`src/pkg/trig_pkg.sv`:
```
package trig_pkg;
  localparam int NCH       = 8;
  localparam int CHSEL_W   = 3;
  localparam int SAMP_W    = 32;
  localparam int BITS_W    = 6;
  localparam int DUR_W     = 16;
  localparam int TCNT_W    = 16;
  localparam int PASS_W    = 16;
  localparam int SPI_WMAX  = 24;
  localparam int SPI_WMIN  = 4;
  localparam int SPI_LEN_W = 5;
  localparam int SPI_NPAT  = 4;
  localparam int SPI_NENT  = 16;
  localparam int SPI_ENT_W = 8;
  localparam int SPI_POS_W = 5;
  localparam int CLK_NS    = 25;
  // timing presets in ns
  localparam int MST_PER_MIN_NS = 360;
  localparam int MST_PER_MAX_NS = 440;
  localparam int MST_HI_MIN_NS  = 160;
  localparam int MST_LO_MIN_NS  = 160;
  localparam int MST_SU_NS      = 0;
  localparam int MST_HD_NS      = 100;
  localparam int SLV_PER_MIN_NS = 300;
  localparam int SLV_PER_MAX_NS = 600;
  localparam int SLV_HI_MIN_NS  = 120;
  localparam int SLV_LO_MIN_NS  = 120;
  localparam int SLV_SU_NS      = 25;
  localparam int SLV_HD_NS      = 50;
  function automatic logic [TCNT_W-1:0] cyc_min(input int ns);
    int c;
    c = (ns + CLK_NS - 1) / CLK_NS;
    if (c < 1) c = 1;
    return TCNT_W'(c);
  endfunction
  function automatic logic [TCNT_W-1:0] cyc_max(input int ns);
    int c;
    c = ns / CLK_NS;
    if (c < 1) c = 1;
    return TCNT_W'(c);
  endfunction
  typedef enum logic [2:0] {M_MATCH, M_RISE, M_FALL, M_GLITCH, M_MUTE, M_CLIP,
                            M_TIMING} method_type;
  typedef enum logic [2:0] {C_EQ, C_NE, C_LT, C_GT, C_IN, C_OUT} cmp_type;
  typedef enum logic [1:0] {SEL_BOTH, SEL_LEFT, SEL_RIGHT} chan_type;
  typedef enum logic [1:0] {TV_MASTER, TV_SLAVE, TV_CUSTOM} preset_type;
endpackage

```
`src/rtl/pin_sampler.sv`:
```
`timescale 1ns/10ps
module pin_sampler #(
  parameter int W = 8
) (
  input  wire logic         clk,
  input  wire logic         srst,
  input  wire logic [W-1:0] din,
  output logic      [W-1:0] lvl,
  output logic      [W-1:0] rise,
  output logic      [W-1:0] fall
);
  typedef struct packed {
    logic [W-1:0] s1;
    logic [W-1:0] s2;
    logic [W-1:0] s3;
  } st_type;
  st_type s_r;
  st_type s_nxt;

  always_comb begin
    s_nxt    = s_r;
    s_nxt.s1 = din;
    s_nxt.s2 = s_r.s1;
    s_nxt.s3 = s_r.s2;
  end

  always_ff @(posedge clk) begin
    if (srst) begin
      s_r <= '0;
    end else begin
      s_r <= s_nxt;
    end
  end

  // edges look only at the second and third stage
  genvar g;
  generate
    for (g = 0; g < W; g++) begin : g_bit
      assign lvl[g]  = s_r.s2[g];
      assign rise[g] = s_r.s2[g] & ~s_r.s3[g];
      assign fall[g] = ~s_r.s2[g] & s_r.s3[g];
    end
  endgenerate
endmodule

```
`src/rtl/proto_trigger.sv`:
```
`timescale 1ns/10ps
module proto_trigger
  import trig_pkg::*;
(
  input  wire logic                                         REF_CLK,
  input  wire logic                                         SRST,
  input  wire logic [trig_pkg::NCH-1:0]                     CH_IN,
  input  wire logic                                         PROTO_SPI,
  input  wire logic [trig_pkg::CHSEL_W-1:0]                 I2S_SCK_SEL,
  input  wire logic [trig_pkg::CHSEL_W-1:0]                 I2S_WS_SEL,
  input  wire logic [trig_pkg::CHSEL_W-1:0]                 I2S_SD_SEL,
  input  wire logic [trig_pkg::BITS_W-1:0]                  I2S_BITS,
  input  trig_pkg::chan_type                                I2S_CHAN,
  input  trig_pkg::method_type                              I2S_METHOD,
  input  trig_pkg::cmp_type                                 I2S_CMP,
  input  wire logic [trig_pkg::SAMP_W-1:0]                  PAT_A,
  input  wire logic [trig_pkg::SAMP_W-1:0]                  PAT_B,
  input  wire logic [trig_pkg::DUR_W-1:0]                   DUR_FRAMES,
  input  trig_pkg::preset_type                              TV_PRESET,
  input  wire logic [trig_pkg::TCNT_W-1:0]                  CUST_PER_MIN,
  input  wire logic [trig_pkg::TCNT_W-1:0]                  CUST_PER_MAX,
  input  wire logic [trig_pkg::TCNT_W-1:0]                  CUST_HI_MIN,
  input  wire logic [trig_pkg::TCNT_W-1:0]                  CUST_LO_MIN,
  input  wire logic [trig_pkg::TCNT_W-1:0]                  CUST_SETUP,
  input  wire logic [trig_pkg::TCNT_W-1:0]                  CUST_HOLD,
  input  wire logic [trig_pkg::CHSEL_W-1:0]                 SPI_CS_SEL,
  input  wire logic [trig_pkg::CHSEL_W-1:0]                 SPI_SCK_SEL,
  input  wire logic [trig_pkg::CHSEL_W-1:0]                 SPI_SD_SEL,
  input  wire logic                                         SPI_CS_HIGH,
  input  wire logic                                         SPI_FALL_EDGE,
  input  wire logic [trig_pkg::SPI_LEN_W-1:0]               SPI_WLEN,
  input  wire logic                                         SPI_LSB_FIRST,
  input  wire logic [trig_pkg::SPI_NPAT*trig_pkg::SPI_NENT*trig_pkg::SPI_ENT_W-1:0] SPI_PAT,
  input  wire logic [trig_pkg::SPI_NPAT*trig_pkg::SPI_LEN_W-1:0] SPI_PAT_LEN,
  input  wire logic [trig_pkg::PASS_W-1:0]                  SPI_PASS,
  output logic                                              TRIG,
  output logic [trig_pkg::SAMP_W-1:0]                       I2S_SAMPLE,
  output logic                                              I2S_SAMPLE_RIGHT,
  output logic                                              TIMING_ERR,
  output logic [trig_pkg::SPI_WMAX-1:0]                     SPI_WORD,
  output logic [1:0]                                        SPI_HIT_IDX
);
  import trig_pkg::*;

  ////////////////////////////////////////////////////////////////////////////
  // pin sampling and channel routing

  logic [NCH-1:0] lvl;
  logic [NCH-1:0] rise;
  logic [NCH-1:0] fall;

  pin_sampler #(
    .W    (NCH)
  ) u_sampler (
    .clk  (REF_CLK),
    .srst (SRST),
    .din  (CH_IN),
    .lvl  (lvl),
    .rise (rise),
    .fall (fall)
  );

  logic sck;
  logic sck_r;
  logic sck_f;
  logic ws;
  logic sd;
  logic sd_edge;

  always_comb begin
    sck     = lvl[I2S_SCK_SEL];
    sck_r   = rise[I2S_SCK_SEL];
    sck_f   = fall[I2S_SCK_SEL];
    ws      = lvl[I2S_WS_SEL];
    sd      = lvl[I2S_SD_SEL];
    sd_edge = rise[I2S_SD_SEL] | fall[I2S_SD_SEL];
  end

  ////////////////////////////////////////////////////////////////////////////
  // SPI side

  logic                spi_trig;
  logic [1:0]          spi_idx;
  logic [SPI_WMAX-1:0] spi_word;

  spi_matcher u_spi (
    .clk       (REF_CLK),
    .srst      (SRST),
    .cs        (lvl[SPI_CS_SEL]),
    .sck_rise  (rise[SPI_SCK_SEL]),
    .sck_fall  (fall[SPI_SCK_SEL]),
    .sd        (lvl[SPI_SD_SEL]),
    .cs_high   (SPI_CS_HIGH),
    .fall_edge (SPI_FALL_EDGE),
    .wlen      (SPI_WLEN),
    .lsb_first (SPI_LSB_FIRST),
    .pat       (SPI_PAT),
    .pat_len   (SPI_PAT_LEN),
    .pass      (SPI_PASS),
    .trig      (spi_trig),
    .hit_idx   (spi_idx),
    .word      (spi_word)
  );

  ////////////////////////////////////////////////////////////////////////////
  // timing limits

  logic [TCNT_W-1:0] lim_per_min;
  logic [TCNT_W-1:0] lim_per_max;
  logic [TCNT_W-1:0] lim_hi;
  logic [TCNT_W-1:0] lim_lo;
  logic [TCNT_W-1:0] lim_su;
  logic [TCNT_W-1:0] lim_hd;

  always_comb begin
    case (TV_PRESET)
      TV_MASTER: begin
        lim_per_min = cyc_min(MST_PER_MIN_NS);
        lim_per_max = cyc_max(MST_PER_MAX_NS);
        lim_hi      = cyc_min(MST_HI_MIN_NS);
        lim_lo      = cyc_min(MST_LO_MIN_NS);
        lim_su      = cyc_min(MST_SU_NS);
        lim_hd      = cyc_min(MST_HD_NS);
      end
      TV_SLAVE: begin
        lim_per_min = cyc_min(SLV_PER_MIN_NS);
        lim_per_max = cyc_max(SLV_PER_MAX_NS);
        lim_hi      = cyc_min(SLV_HI_MIN_NS);
        lim_lo      = cyc_min(SLV_LO_MIN_NS);
        lim_su      = cyc_min(SLV_SU_NS);
        lim_hd      = cyc_min(SLV_HD_NS);
      end
      default: begin
        lim_per_min = CUST_PER_MIN;
        lim_per_max = CUST_PER_MAX;
        lim_hi      = CUST_HI_MIN;
        lim_lo      = CUST_LO_MIN;
        lim_su      = CUST_SETUP;
        lim_hd      = CUST_HOLD;
      end
    endcase
  end

  ////////////////////////////////////////////////////////////////////////////
  // I2S state

  typedef struct packed {
    logic [SAMP_W-1:0] sh;
    logic [BITS_W-1:0] bcnt;
    logic              ws_last;
    logic [SAMP_W-1:0] samp;
    logic              samp_right;
    logic              samp_vld;
    logic [SAMP_W-1:0] prev_l;
    logic [SAMP_W-1:0] prev_r;
    logic [DUR_W-1:0]  dur;
    logic [TCNT_W-1:0] per_cnt;
    logic [TCNT_W-1:0] ph_cnt;
    logic [TCNT_W-1:0] sd_age;
    logic              per_vld;
    logic              ph_vld;
    logic              sd_vld;
    logic              tv;
    logic              trig;
    logic [SPI_WMAX-1:0] spi_word;
    logic [1:0]        spi_idx;
  } st_type;
  st_type s_r;
  st_type s_nxt;

  function automatic logic [TCNT_W-1:0] sat_inc(input logic [TCNT_W-1:0] v);
    return (&v) ? v : v + 1'b1;
  endfunction

  logic [SAMP_W-1:0]   sh_in;
  logic [SAMP_W-1:0]   new_samp;
  logic [5:0]          ext;
  logic signed [32:0]  x;
  logic signed [32:0]  p;
  logic signed [32:0]  a;
  logic signed [32:0]  b;
  logic signed [32:0]  d;
  logic                cmp_ok;
  logic                cond;
  logic                use_dur;
  logic                chan_ok;
  logic                fire;
  logic [BITS_W-1:0]   nbits;

  always_comb begin
    s_nxt          = s_r;
    s_nxt.samp_vld = 1'b0;
    s_nxt.tv       = 1'b0;
    s_nxt.trig     = 1'b0;
    // 0 is meaningless, so treat it as one bit; above 32 clamps
    if (I2S_BITS == '0) nbits = BITS_W'(1);
    else if (I2S_BITS > BITS_W'(SAMP_W)) nbits = BITS_W'(SAMP_W);
    else nbits = I2S_BITS;
    ext      = 6'(SAMP_W - 32'(nbits));
    sh_in    = (s_r.bcnt < nbits) ? {s_r.sh[SAMP_W-2:0], sd} : s_r.sh;
    new_samp = SAMP_W'($signed(sh_in << ext) >>> ext);

    // word assembly: the bit on the word-select change closes the old word
    if (sck_r) begin
      if (ws != s_r.ws_last) begin
        s_nxt.samp       = new_samp;
        s_nxt.samp_right = s_r.ws_last;
        s_nxt.samp_vld   = 1'b1;
        s_nxt.sh         = '0;
        s_nxt.bcnt       = '0;
        s_nxt.ws_last    = ws;
      end else begin
        s_nxt.sh   = sh_in;
        s_nxt.bcnt = (s_r.bcnt < nbits) ? s_r.bcnt + 1'b1 : s_r.bcnt;
      end
    end

    // sample evaluation, one cycle after the word closes
    x = 33'($signed(s_r.samp));
    p = 33'($signed(s_r.samp_right ? s_r.prev_r : s_r.prev_l));
    a = 33'($signed(PAT_A));
    b = 33'($signed(PAT_B));
    d = (x > p) ? x - p : p - x;
    case (I2S_CMP)
      C_EQ:    cmp_ok = x == a;
      C_NE:    cmp_ok = x != a;
      C_LT:    cmp_ok = x < a;
      C_GT:    cmp_ok = x > a;
      C_IN:    cmp_ok = (x >= a) && (x <= b);
      C_OUT:   cmp_ok = (x < a) || (x > b);
      default: cmp_ok = 1'b0;
    endcase
    use_dur = 1'b0;
    case (I2S_METHOD)
      M_MATCH: begin
        cond    = cmp_ok;
        use_dur = 1'b1;
      end
      M_RISE:   cond = (p < a) && (x > b);
      M_FALL:   cond = (p > b) && (x < a);
      M_GLITCH: cond = d > a;
      M_MUTE: begin
        cond    = (x > -a) && (x < a);
        use_dur = 1'b1;
      end
      M_CLIP: begin
        cond    = (x <= -a) || (x >= a);
        use_dur = 1'b1;
      end
      default: cond = 1'b0;
    endcase
    case (I2S_CHAN)
      SEL_LEFT:  chan_ok = !s_r.samp_right;
      SEL_RIGHT: chan_ok = s_r.samp_right;
      default:   chan_ok = 1'b1;
    endcase
    fire = 1'b0;
    if (s_r.samp_vld && chan_ok) begin
      if (s_r.samp_right) s_nxt.prev_r = s_r.samp;
      else s_nxt.prev_l = s_r.samp;
      if (cond) begin
        s_nxt.dur = (&s_r.dur) ? s_r.dur : s_r.dur + 1'b1;
        // duration 0 behaves as 1
        fire = !use_dur || (s_r.dur + 1'b1 >= DUR_FRAMES);
      end else begin
        s_nxt.dur = '0;
      end
    end

    // bit clock timing
    s_nxt.per_cnt = sat_inc(s_r.per_cnt);
    s_nxt.ph_cnt  = sat_inc(s_r.ph_cnt);
    s_nxt.sd_age  = sat_inc(s_r.sd_age);
    if (sck_r) begin
      if (s_r.per_vld && (s_r.per_cnt < lim_per_min || s_r.per_cnt > lim_per_max))
        s_nxt.tv = 1'b1;
      if (s_r.ph_vld && s_r.ph_cnt < lim_lo) s_nxt.tv = 1'b1;
      if (s_r.sd_vld && s_r.sd_age < lim_su) s_nxt.tv = 1'b1;
      s_nxt.per_cnt = TCNT_W'(1);
      s_nxt.ph_cnt  = TCNT_W'(1);
      s_nxt.per_vld = 1'b1;
      s_nxt.ph_vld  = 1'b1;
    end
    if (sck_f) begin
      if (s_r.ph_vld && s_r.ph_cnt < lim_hi) s_nxt.tv = 1'b1;
      s_nxt.ph_cnt = TCNT_W'(1);
      s_nxt.ph_vld = 1'b1;
    end
    if (sd_edge) begin
      // hold counts from the last rising bit clock edge
      if (s_r.per_vld && sck && s_r.per_cnt < lim_hd) s_nxt.tv = 1'b1;
      s_nxt.sd_age = TCNT_W'(1);
      s_nxt.sd_vld = 1'b1;
    end
    if (I2S_METHOD == M_TIMING) fire = s_nxt.tv;

    s_nxt.trig = PROTO_SPI ? spi_trig : fire;
    if (spi_trig) begin
      s_nxt.spi_word = spi_word;
      s_nxt.spi_idx  = spi_idx;
    end
  end

  always_ff @(posedge REF_CLK) begin
    if (SRST) begin
      s_r <= '0;
    end else begin
      s_r <= s_nxt;
    end
  end

  assign TRIG             = s_r.trig;
  assign I2S_SAMPLE       = s_r.samp;
  assign I2S_SAMPLE_RIGHT = s_r.samp_right;
  assign TIMING_ERR       = s_r.tv;
  assign SPI_WORD         = s_r.spi_word;
  assign SPI_HIT_IDX      = s_r.spi_idx;
endmodule

```
`src/rtl/spi_matcher.sv`:
```
`timescale 1ns/10ps
module spi_matcher
  import trig_pkg::*;
(
  input  wire logic                                    clk,
  input  wire logic                                    srst,
  input  wire logic                                    cs,
  input  wire logic                                    sck_rise,
  input  wire logic                                    sck_fall,
  input  wire logic                                    sd,
  input  wire logic                                    cs_high,
  input  wire logic                                    fall_edge,
  input  wire logic [SPI_LEN_W-1:0]                    wlen,
  input  wire logic                                    lsb_first,
  input  wire logic [SPI_NPAT*SPI_NENT*SPI_ENT_W-1:0] pat,
  input  wire logic [SPI_NPAT*SPI_LEN_W-1:0]          pat_len,
  input  wire logic [PASS_W-1:0]                       pass,
  output logic                                         trig,
  output logic [1:0]                                   hit_idx,
  output logic [SPI_WMAX-1:0]                          word
);
  typedef struct packed {
    logic [SPI_WMAX-1:0]                 sh;
    logic [SPI_LEN_W-1:0]                bcnt;
    logic [SPI_WMAX-1:0]                 word;
    logic                                wvld;
    logic [SPI_NPAT-1:0][SPI_POS_W-1:0]  pos;
    logic [PASS_W-1:0]                   pcnt;
    logic                                trig;
    logic [1:0]                          idx;
  } st_type;
  st_type s_r;
  st_type s_nxt;

  logic [SPI_NPAT-1:0]                 hit;
  logic [SPI_NPAT-1:0][SPI_POS_W-1:0]  npos;

  genvar g;
  generate
    for (g = 0; g < SPI_NPAT; g++) begin : g_pat
      logic [SPI_ENT_W-1:0] ent;
      logic [SPI_ENT_W-1:0] ent0;
      logic [SPI_LEN_W-1:0] len;
      logic                 eq;
      assign ent  = pat[(g*SPI_NENT + 32'(s_r.pos[g][3:0]))*SPI_ENT_W +: SPI_ENT_W];
      assign ent0 = pat[g*SPI_NENT*SPI_ENT_W +: SPI_ENT_W];
      assign len  = pat_len[g*SPI_LEN_W +: SPI_LEN_W];
      assign eq   = s_r.word == {{(SPI_WMAX-SPI_ENT_W){1'b0}}, ent};
      // a miss may still start the sequence again on this word
      // each pattern keeps its own place; a hit elsewhere leaves it running
      assign npos[g] = hit[g] ? '0 :
                       eq ? s_r.pos[g] + 1'b1 :
                       (s_r.word == {{(SPI_WMAX-SPI_ENT_W){1'b0}}, ent0}) ?
                       SPI_POS_W'(1) : '0;
      assign hit[g]  = (len != '0) && eq && (s_r.pos[g] + 1'b1 == len);
    end
  endgenerate

  logic                 cs_act;
  logic                 edge_p;
  logic [SPI_LEN_W-1:0] wl;
  logic [SPI_WMAX-1:0]  sh_in;

  always_comb begin
    cs_act = cs_high ? cs : ~cs;
    edge_p = fall_edge ? sck_fall : sck_rise;
    if (wlen < SPI_LEN_W'(SPI_WMIN)) wl = SPI_LEN_W'(SPI_WMIN);
    else if (wlen > SPI_LEN_W'(SPI_WMAX)) wl = SPI_LEN_W'(SPI_WMAX);
    else wl = wlen;
    if (lsb_first) sh_in = s_r.sh | (SPI_WMAX'(sd) << s_r.bcnt);
    else sh_in = {s_r.sh[SPI_WMAX-2:0], sd};
    s_nxt      = s_r;
    s_nxt.wvld = 1'b0;
    s_nxt.trig = 1'b0;
    if (!cs_act) begin
      s_nxt.sh   = '0;
      s_nxt.bcnt = '0;
    end else if (edge_p) begin
      if (s_r.bcnt + 1'b1 == wl) begin
        s_nxt.word = sh_in;
        s_nxt.wvld = 1'b1;
        s_nxt.sh   = '0;
        s_nxt.bcnt = '0;
      end else begin
        s_nxt.sh   = sh_in;
        s_nxt.bcnt = s_r.bcnt + 1'b1;
      end
    end
    if (s_r.wvld) begin
      s_nxt.pos = npos;
      if (|hit) begin
        if (s_r.pcnt >= pass) begin
          s_nxt.trig = 1'b1;
          s_nxt.pcnt = '0;
          s_nxt.idx  = hit[0] ? 2'h0 : hit[1] ? 2'h1 : hit[2] ? 2'h2 : 2'h3;
        end else begin
          s_nxt.pcnt = s_r.pcnt + 1'b1;
        end
      end
    end
  end

  always_ff @(posedge clk) begin
    if (srst) begin
      s_r <= '0;
    end else begin
      s_r <= s_nxt;
    end
  end

  assign trig    = s_r.trig;
  assign hit_idx = s_r.idx;
  assign word    = s_r.word;
endmodule
```
`config.mk`:
```
export PLATFORM = sky130hd
export DESIGN_NAME = proto_trigger
export DESIGN_NICKNAME = d
export VERILOG_FILES = /design/src/pkg/trig_pkg.sv /design/src/rtl/pin_sampler.sv /design/src/rtl/proto_trigger.sv /design/src/rtl/spi_matcher.sv
export SDC_FILE = /design/constraint.sdc
export NUM_CORES = 2
export LEC_CHECK = 0
export BUFFER_PORTS_ARGS = -buffer_cell sky130_fd_sc_hd__buf_2
export CELL_PAD_IN_SITES_DETAIL_PLACEMENT = 0
export CELL_PAD_IN_SITES_GLOBAL_PLACEMENT = 1
export CORE_AREA = 2 2 327 329
export DETAILED_ROUTE_END_ITERATION = 8
export DIE_AREA = 0 0 329 331
export PLACE_DENSITY = 0.78
export SETUP_SLACK_MARGIN = 0.15
export SLEW_MARGIN = 40
export SYNTH_ARGS = -nofsm -noshare
export SYNTH_HDL_FRONTEND = slang
export SYNTH_SLANG_ARGS = --single-unit
```
`constraint.sdc`:
```
create_clock -name REF_CLK -period 20.6 [get_ports REF_CLK]
set_clock_uncertainty 0.1 [all_clocks]
set_input_delay 5.15 -clock REF_CLK [delete_from_list [all_inputs] [get_ports REF_CLK]]
set_output_delay 5.15 -clock REF_CLK [all_outputs]
set_load 0.01 [all_outputs]
```
==> summary.txt <==
Global route
  – First-pass GRT wire length: 243,000 µm
  – Initial antenna violation count: 56
  – Total track usage: a little under a third
  – Vias in the first global route: 36,000
  – GRT overflow: 0
  – Largest net degree at the start of global routing: around 140

Finish
  – Layout filler cell count: 10,800
  – P&R area growth vs syn: 18.8%
  – Share of layout cells above drive strength 1: 24.5%
  – Commonest non-fill, non-tap cell in the layout: buf_2
  – Total Nets Final: 6,229
  – Most frequent cells in the layout: buf_2 (837), nand2_1 (420), ha_1 (400), nor2_1 (367), a21oi_1 (348)

CTS
  – Htree depth: 2
  – Clk slew on worst S/H paths: 0.06 ns
  – CTS Buf Count: 45
  – Total clock sinks: between 300 and 400
  – Post-CTS Resized: 0
  – Maximum clock path buffer count: 3
  – CTS tree: yes
  – Clock Latency Late Sink: 0.60 ns
  – Post-CTS Setup Repair Bufs: 0
  – Hold Buf Count CTS: 0
  – Clock root cell: clkbuf_16

Setup path
  – Critical Path Start Type: primary input
  – Worst Path Arrival: around 11 ns
  – Worst-path fanout max: 14
  – FF-to-FF path depth: 32
  – Crit-path cells: buf_2 -> nor4_1 -> nand2_1 -> nor4_1 -> nand2_1 -> nor4_1 -> nand3_1 -> nor3_1 -> nand2_1 -> nor4_1 -> xnor2_1 -> ha_1 -> nand4_1 -> nor4_1 -> o41ai_1 -> a21oi_1 -> nand3b_1 -> a41oi_1 -> nand4b_1 -> buf_4 -> buf_4 -> nor2_1 -> o21ai_0
  – Slowest stage delay, CP: 0.70 ns
  – CP top delay family: simple AND/OR/NAND/NOR gates
  – Bufs and invs on worst path: 3
  – CP max-delay cell: nor4_1
  – Most used cell, CP: nor4_1
  – CP Capture Type: flop
  – Crit path kind: primary input to flop
  – Critical Path RT: around 21 ns
  – Crit path depth: 23

Synthesis
  – YS warnings: 0
  – Synth Area in Compound Gates: between 20% and 30%
  – Mux cell area share after synthesis: between 15 and 20%
  – EDFF count, synth: 0
  – Yosys top cell by area: dfxtp_1
  – Ys flop type: dfxtp_1
  – Synth Cell Area: 0.0363 mm²
  – Ranking of synthesized cells by area: dfxtp_1 (19%), ha_1 (14%), mux4_2 (11%), a21oi_1 (4.8%), nand2_1 (4.3%)
  – Synthesized flop and latch total: 349
  – Top cell type's share of synthesized area: 19.3%
  – Mapped Avg Cell Area: 8.23 µm²
  – Mapped Cells: 4,410
  – Simple-Gate Fraction of Synth Area: 18.1%
  – Ys async rst share: 0%
  – Syn nets: 5,589
  – Largest family of logic cells by synthesized area: compound AO/OA/AOI/OAI gates
  – Register area share after synthesis: 19.3%
  – Library cells used by synthesis: 93
  – Post-Synth Adder-Cell Area: 13.9%
  – Post-synthesis xor/xnor area fraction: 5.45%

Power and ir drop
  – Pwr Total: 2.26 mW
  – Leak: 18.9 nW
  – Pwr per Cell Area: 52.5 mW/mm²
  – Maximum VDD drop: 0.0000475 V

Timing
  – Final hold vios: 0
  – Setup ws final: 9.85 ns
  – Final number of setup-violating endpoints: 0
  – Fin. max-slew vios: 0
  – Final TNS setup: 0 ns
  – Fmax: between 90 and 100 MHz
  – Max-slew headroom: 42.0%
  – Final worst-path cycle share: 52.2%
  – RSZ-0062 raised after global routing: no
  – Actual slew at the worst max-slew pin: 0.862 ns
  – Fin crit period: about 11 ns

Die
  – Initial core utilization: ~35%
  – Ports: 838
  – Row cnt: between 100 and 150
  – Total core area: 0.105 mm²
  – Die extent in y: 331 µm
  – Die X-Extent: 329 µm
  – Die area: 0.109 mm²

Run status
  – Status: finished clean

Placement
  – GP Congestion: around 0.98
  – DP Wirelength: 139,000 µm
  – IO Port Bufs: ~840
  – Dpl ws: 9.35 ns

Flow run
  – Max-Cap Viols: 0

Drt
  – Via count: 37,700
  – WL/cell: ~26 µm
  – DR iter-0 viols: 3,333
  – Total routed wirelength: 171,000 µm
  – Routed Antenna Nets: 0
  – Vias/cell: approximately 5.8
  – DR pass1 iterations: 6
  – Residual DRC count: 0

Hold path
  – Hold depth: 1
  – HP Class: flop to flop
-- final cells by class --
cell class,count,area [µm²],area share [%]
diodes,33,82.6,0.192
clock buffers,61,1240,2.87
clock inverters,21,294,0.682
inverters,213,800,1.85
multi-input cells,3528,27200,63.0
flip-flops and latches,349,7000,16.2
well taps,1391,1740,4.04
repair buffers,913,4780,11.1
-- metrics by stage --
step | util (%) | area, µm² | instances | hold WS, ns
2_1_floorplan | - | 36300 | 4410 | 0.314
3_3_place_gp | 39.5 | 41400 | 6390 | 0.316
3_5_place_dp | 39.5 | 41500 | 6392 | 0.320
4_1_cts | 41.0 | 43000 | 6474 | 0.334
5_1_grt | 41.0 | 43100 | 6497 | 0.353
6_report | 41.1 | 43100 | 6509 | 0.334
-- worst reg2reg max path, delay by kind of cell, from the launching register on --
family,cells,cell delay (ns)
xor gates and xnor gates,1,0.17
AOI/OAI and AO/OA,16,4.31
buffers and inverters,5,1.76
and+or+nand+nor,6,1.04
adders and majority gates,2,0.67
muxes,2,0.77
DFF,1,0.34
-- per-layer routing --
metal  GRT usage, %  wire length [µm]  up-vias
li1               -                 -    17600
met1           36.6             67400    18100
met2           47.2             77800     1588
met3           6.78             13000      405
met4           21.4             12600       30
met5              0               174        -
-- flip-flops by register name, indices dropped and copies added (netlist names), 8 cells and up --
register and count:
u_sampler.s_r 8, SPI_WORD 24, u_sampler.lvl 8, u_spi.s_r 66, I2S_SAMPLE 32, u_spi.word 24
u_sampler.s_nxt 8, s_r 171
-- synthesized netlist by cell type, types with 12 or more instances --
| library cell | n |
|---|---|
| nand2_1 | 420 |
| ha_1 | 400 |
| nor2_1 | 371 |
| a21oi_1 | 349 |
| dfxtp_1 | 349 |
| inv_1 | 212 |
| clkbuf_1 | 206 |
| o21ai_0 | 189 |
| mux4_2 | 176 |
| mux2i_1 | 157 |
| xnor2_1 | 140 |
| a21o_1 | 130 |
| nand3_1 | 125 |
| nand4_1 | 90 |
| nor2b_1 | 86 |
| xor2_1 | 86 |
| nor3_1 | 70 |
| buf_4 | 59 |
| o21a_1 | 47 |
| a22oi_1 | 46 |
| a211oi_1 | 44 |
| nor4_1 | 44 |
| o211ai_1 | 44 |
| nand2b_1 | 42 |
| a31oi_1 | 36 |
| a22o_1 | 34 |
| buf_2 | 28 |
| buf_1 | 26 |
| o22ai_1 | 26 |
| and3_1 | 21 |
| nand3b_1 | 21 |
| o221ai_1 | 19 |
| mux2_2 | 16 |
| o21bai_1 | 16 |
| and2_1 | 14 |
| nor3b_1 | 14 |
| o31ai_1 | 13 |
| a221o_1 | 12 |
| a2bb2oi_1 | 12 |
| o22a_1 | 12 |
-- report_power, final --
part           switching, mW  internal, mW
combinational          0.438         0.296
sequential            0.0121         0.682
clock                  0.336         0.499
total                  0.786          1.48
-- kinds of logic after synthesis --
kind of cell               Yosys count
xor gates and xnor gates           226
buffers and inverters              533
DFF                                349
AOI/OAI and AO/OA                 1167
adders and majority gates          402
muxes                              350
and+or+nand+nor                   1383
-- worst paths after layout --
kind | to | start | slack, ns
worst max register to register | s_r[80]$_SDFFE_PP0P_ | I2S_SAMPLE_RIGHT$_SDFFE_PP0P_ | 11.32
worst max-delay path | s_r[80]$_SDFFE_PP0P_ | PAT_A[2] | 9.85
worst min register to register | u_sampler.lvl[7]$_SDFF_PP0_ | u_sampler.s_nxt[15]$_SDFF_PP0_ | 0.33
worst min-delay path | u_sampler.lvl[7]$_SDFF_PP0_ | u_sampler.s_nxt[15]$_SDFF_PP0_ | 0.33
Power figures use the tool's default switching activity.
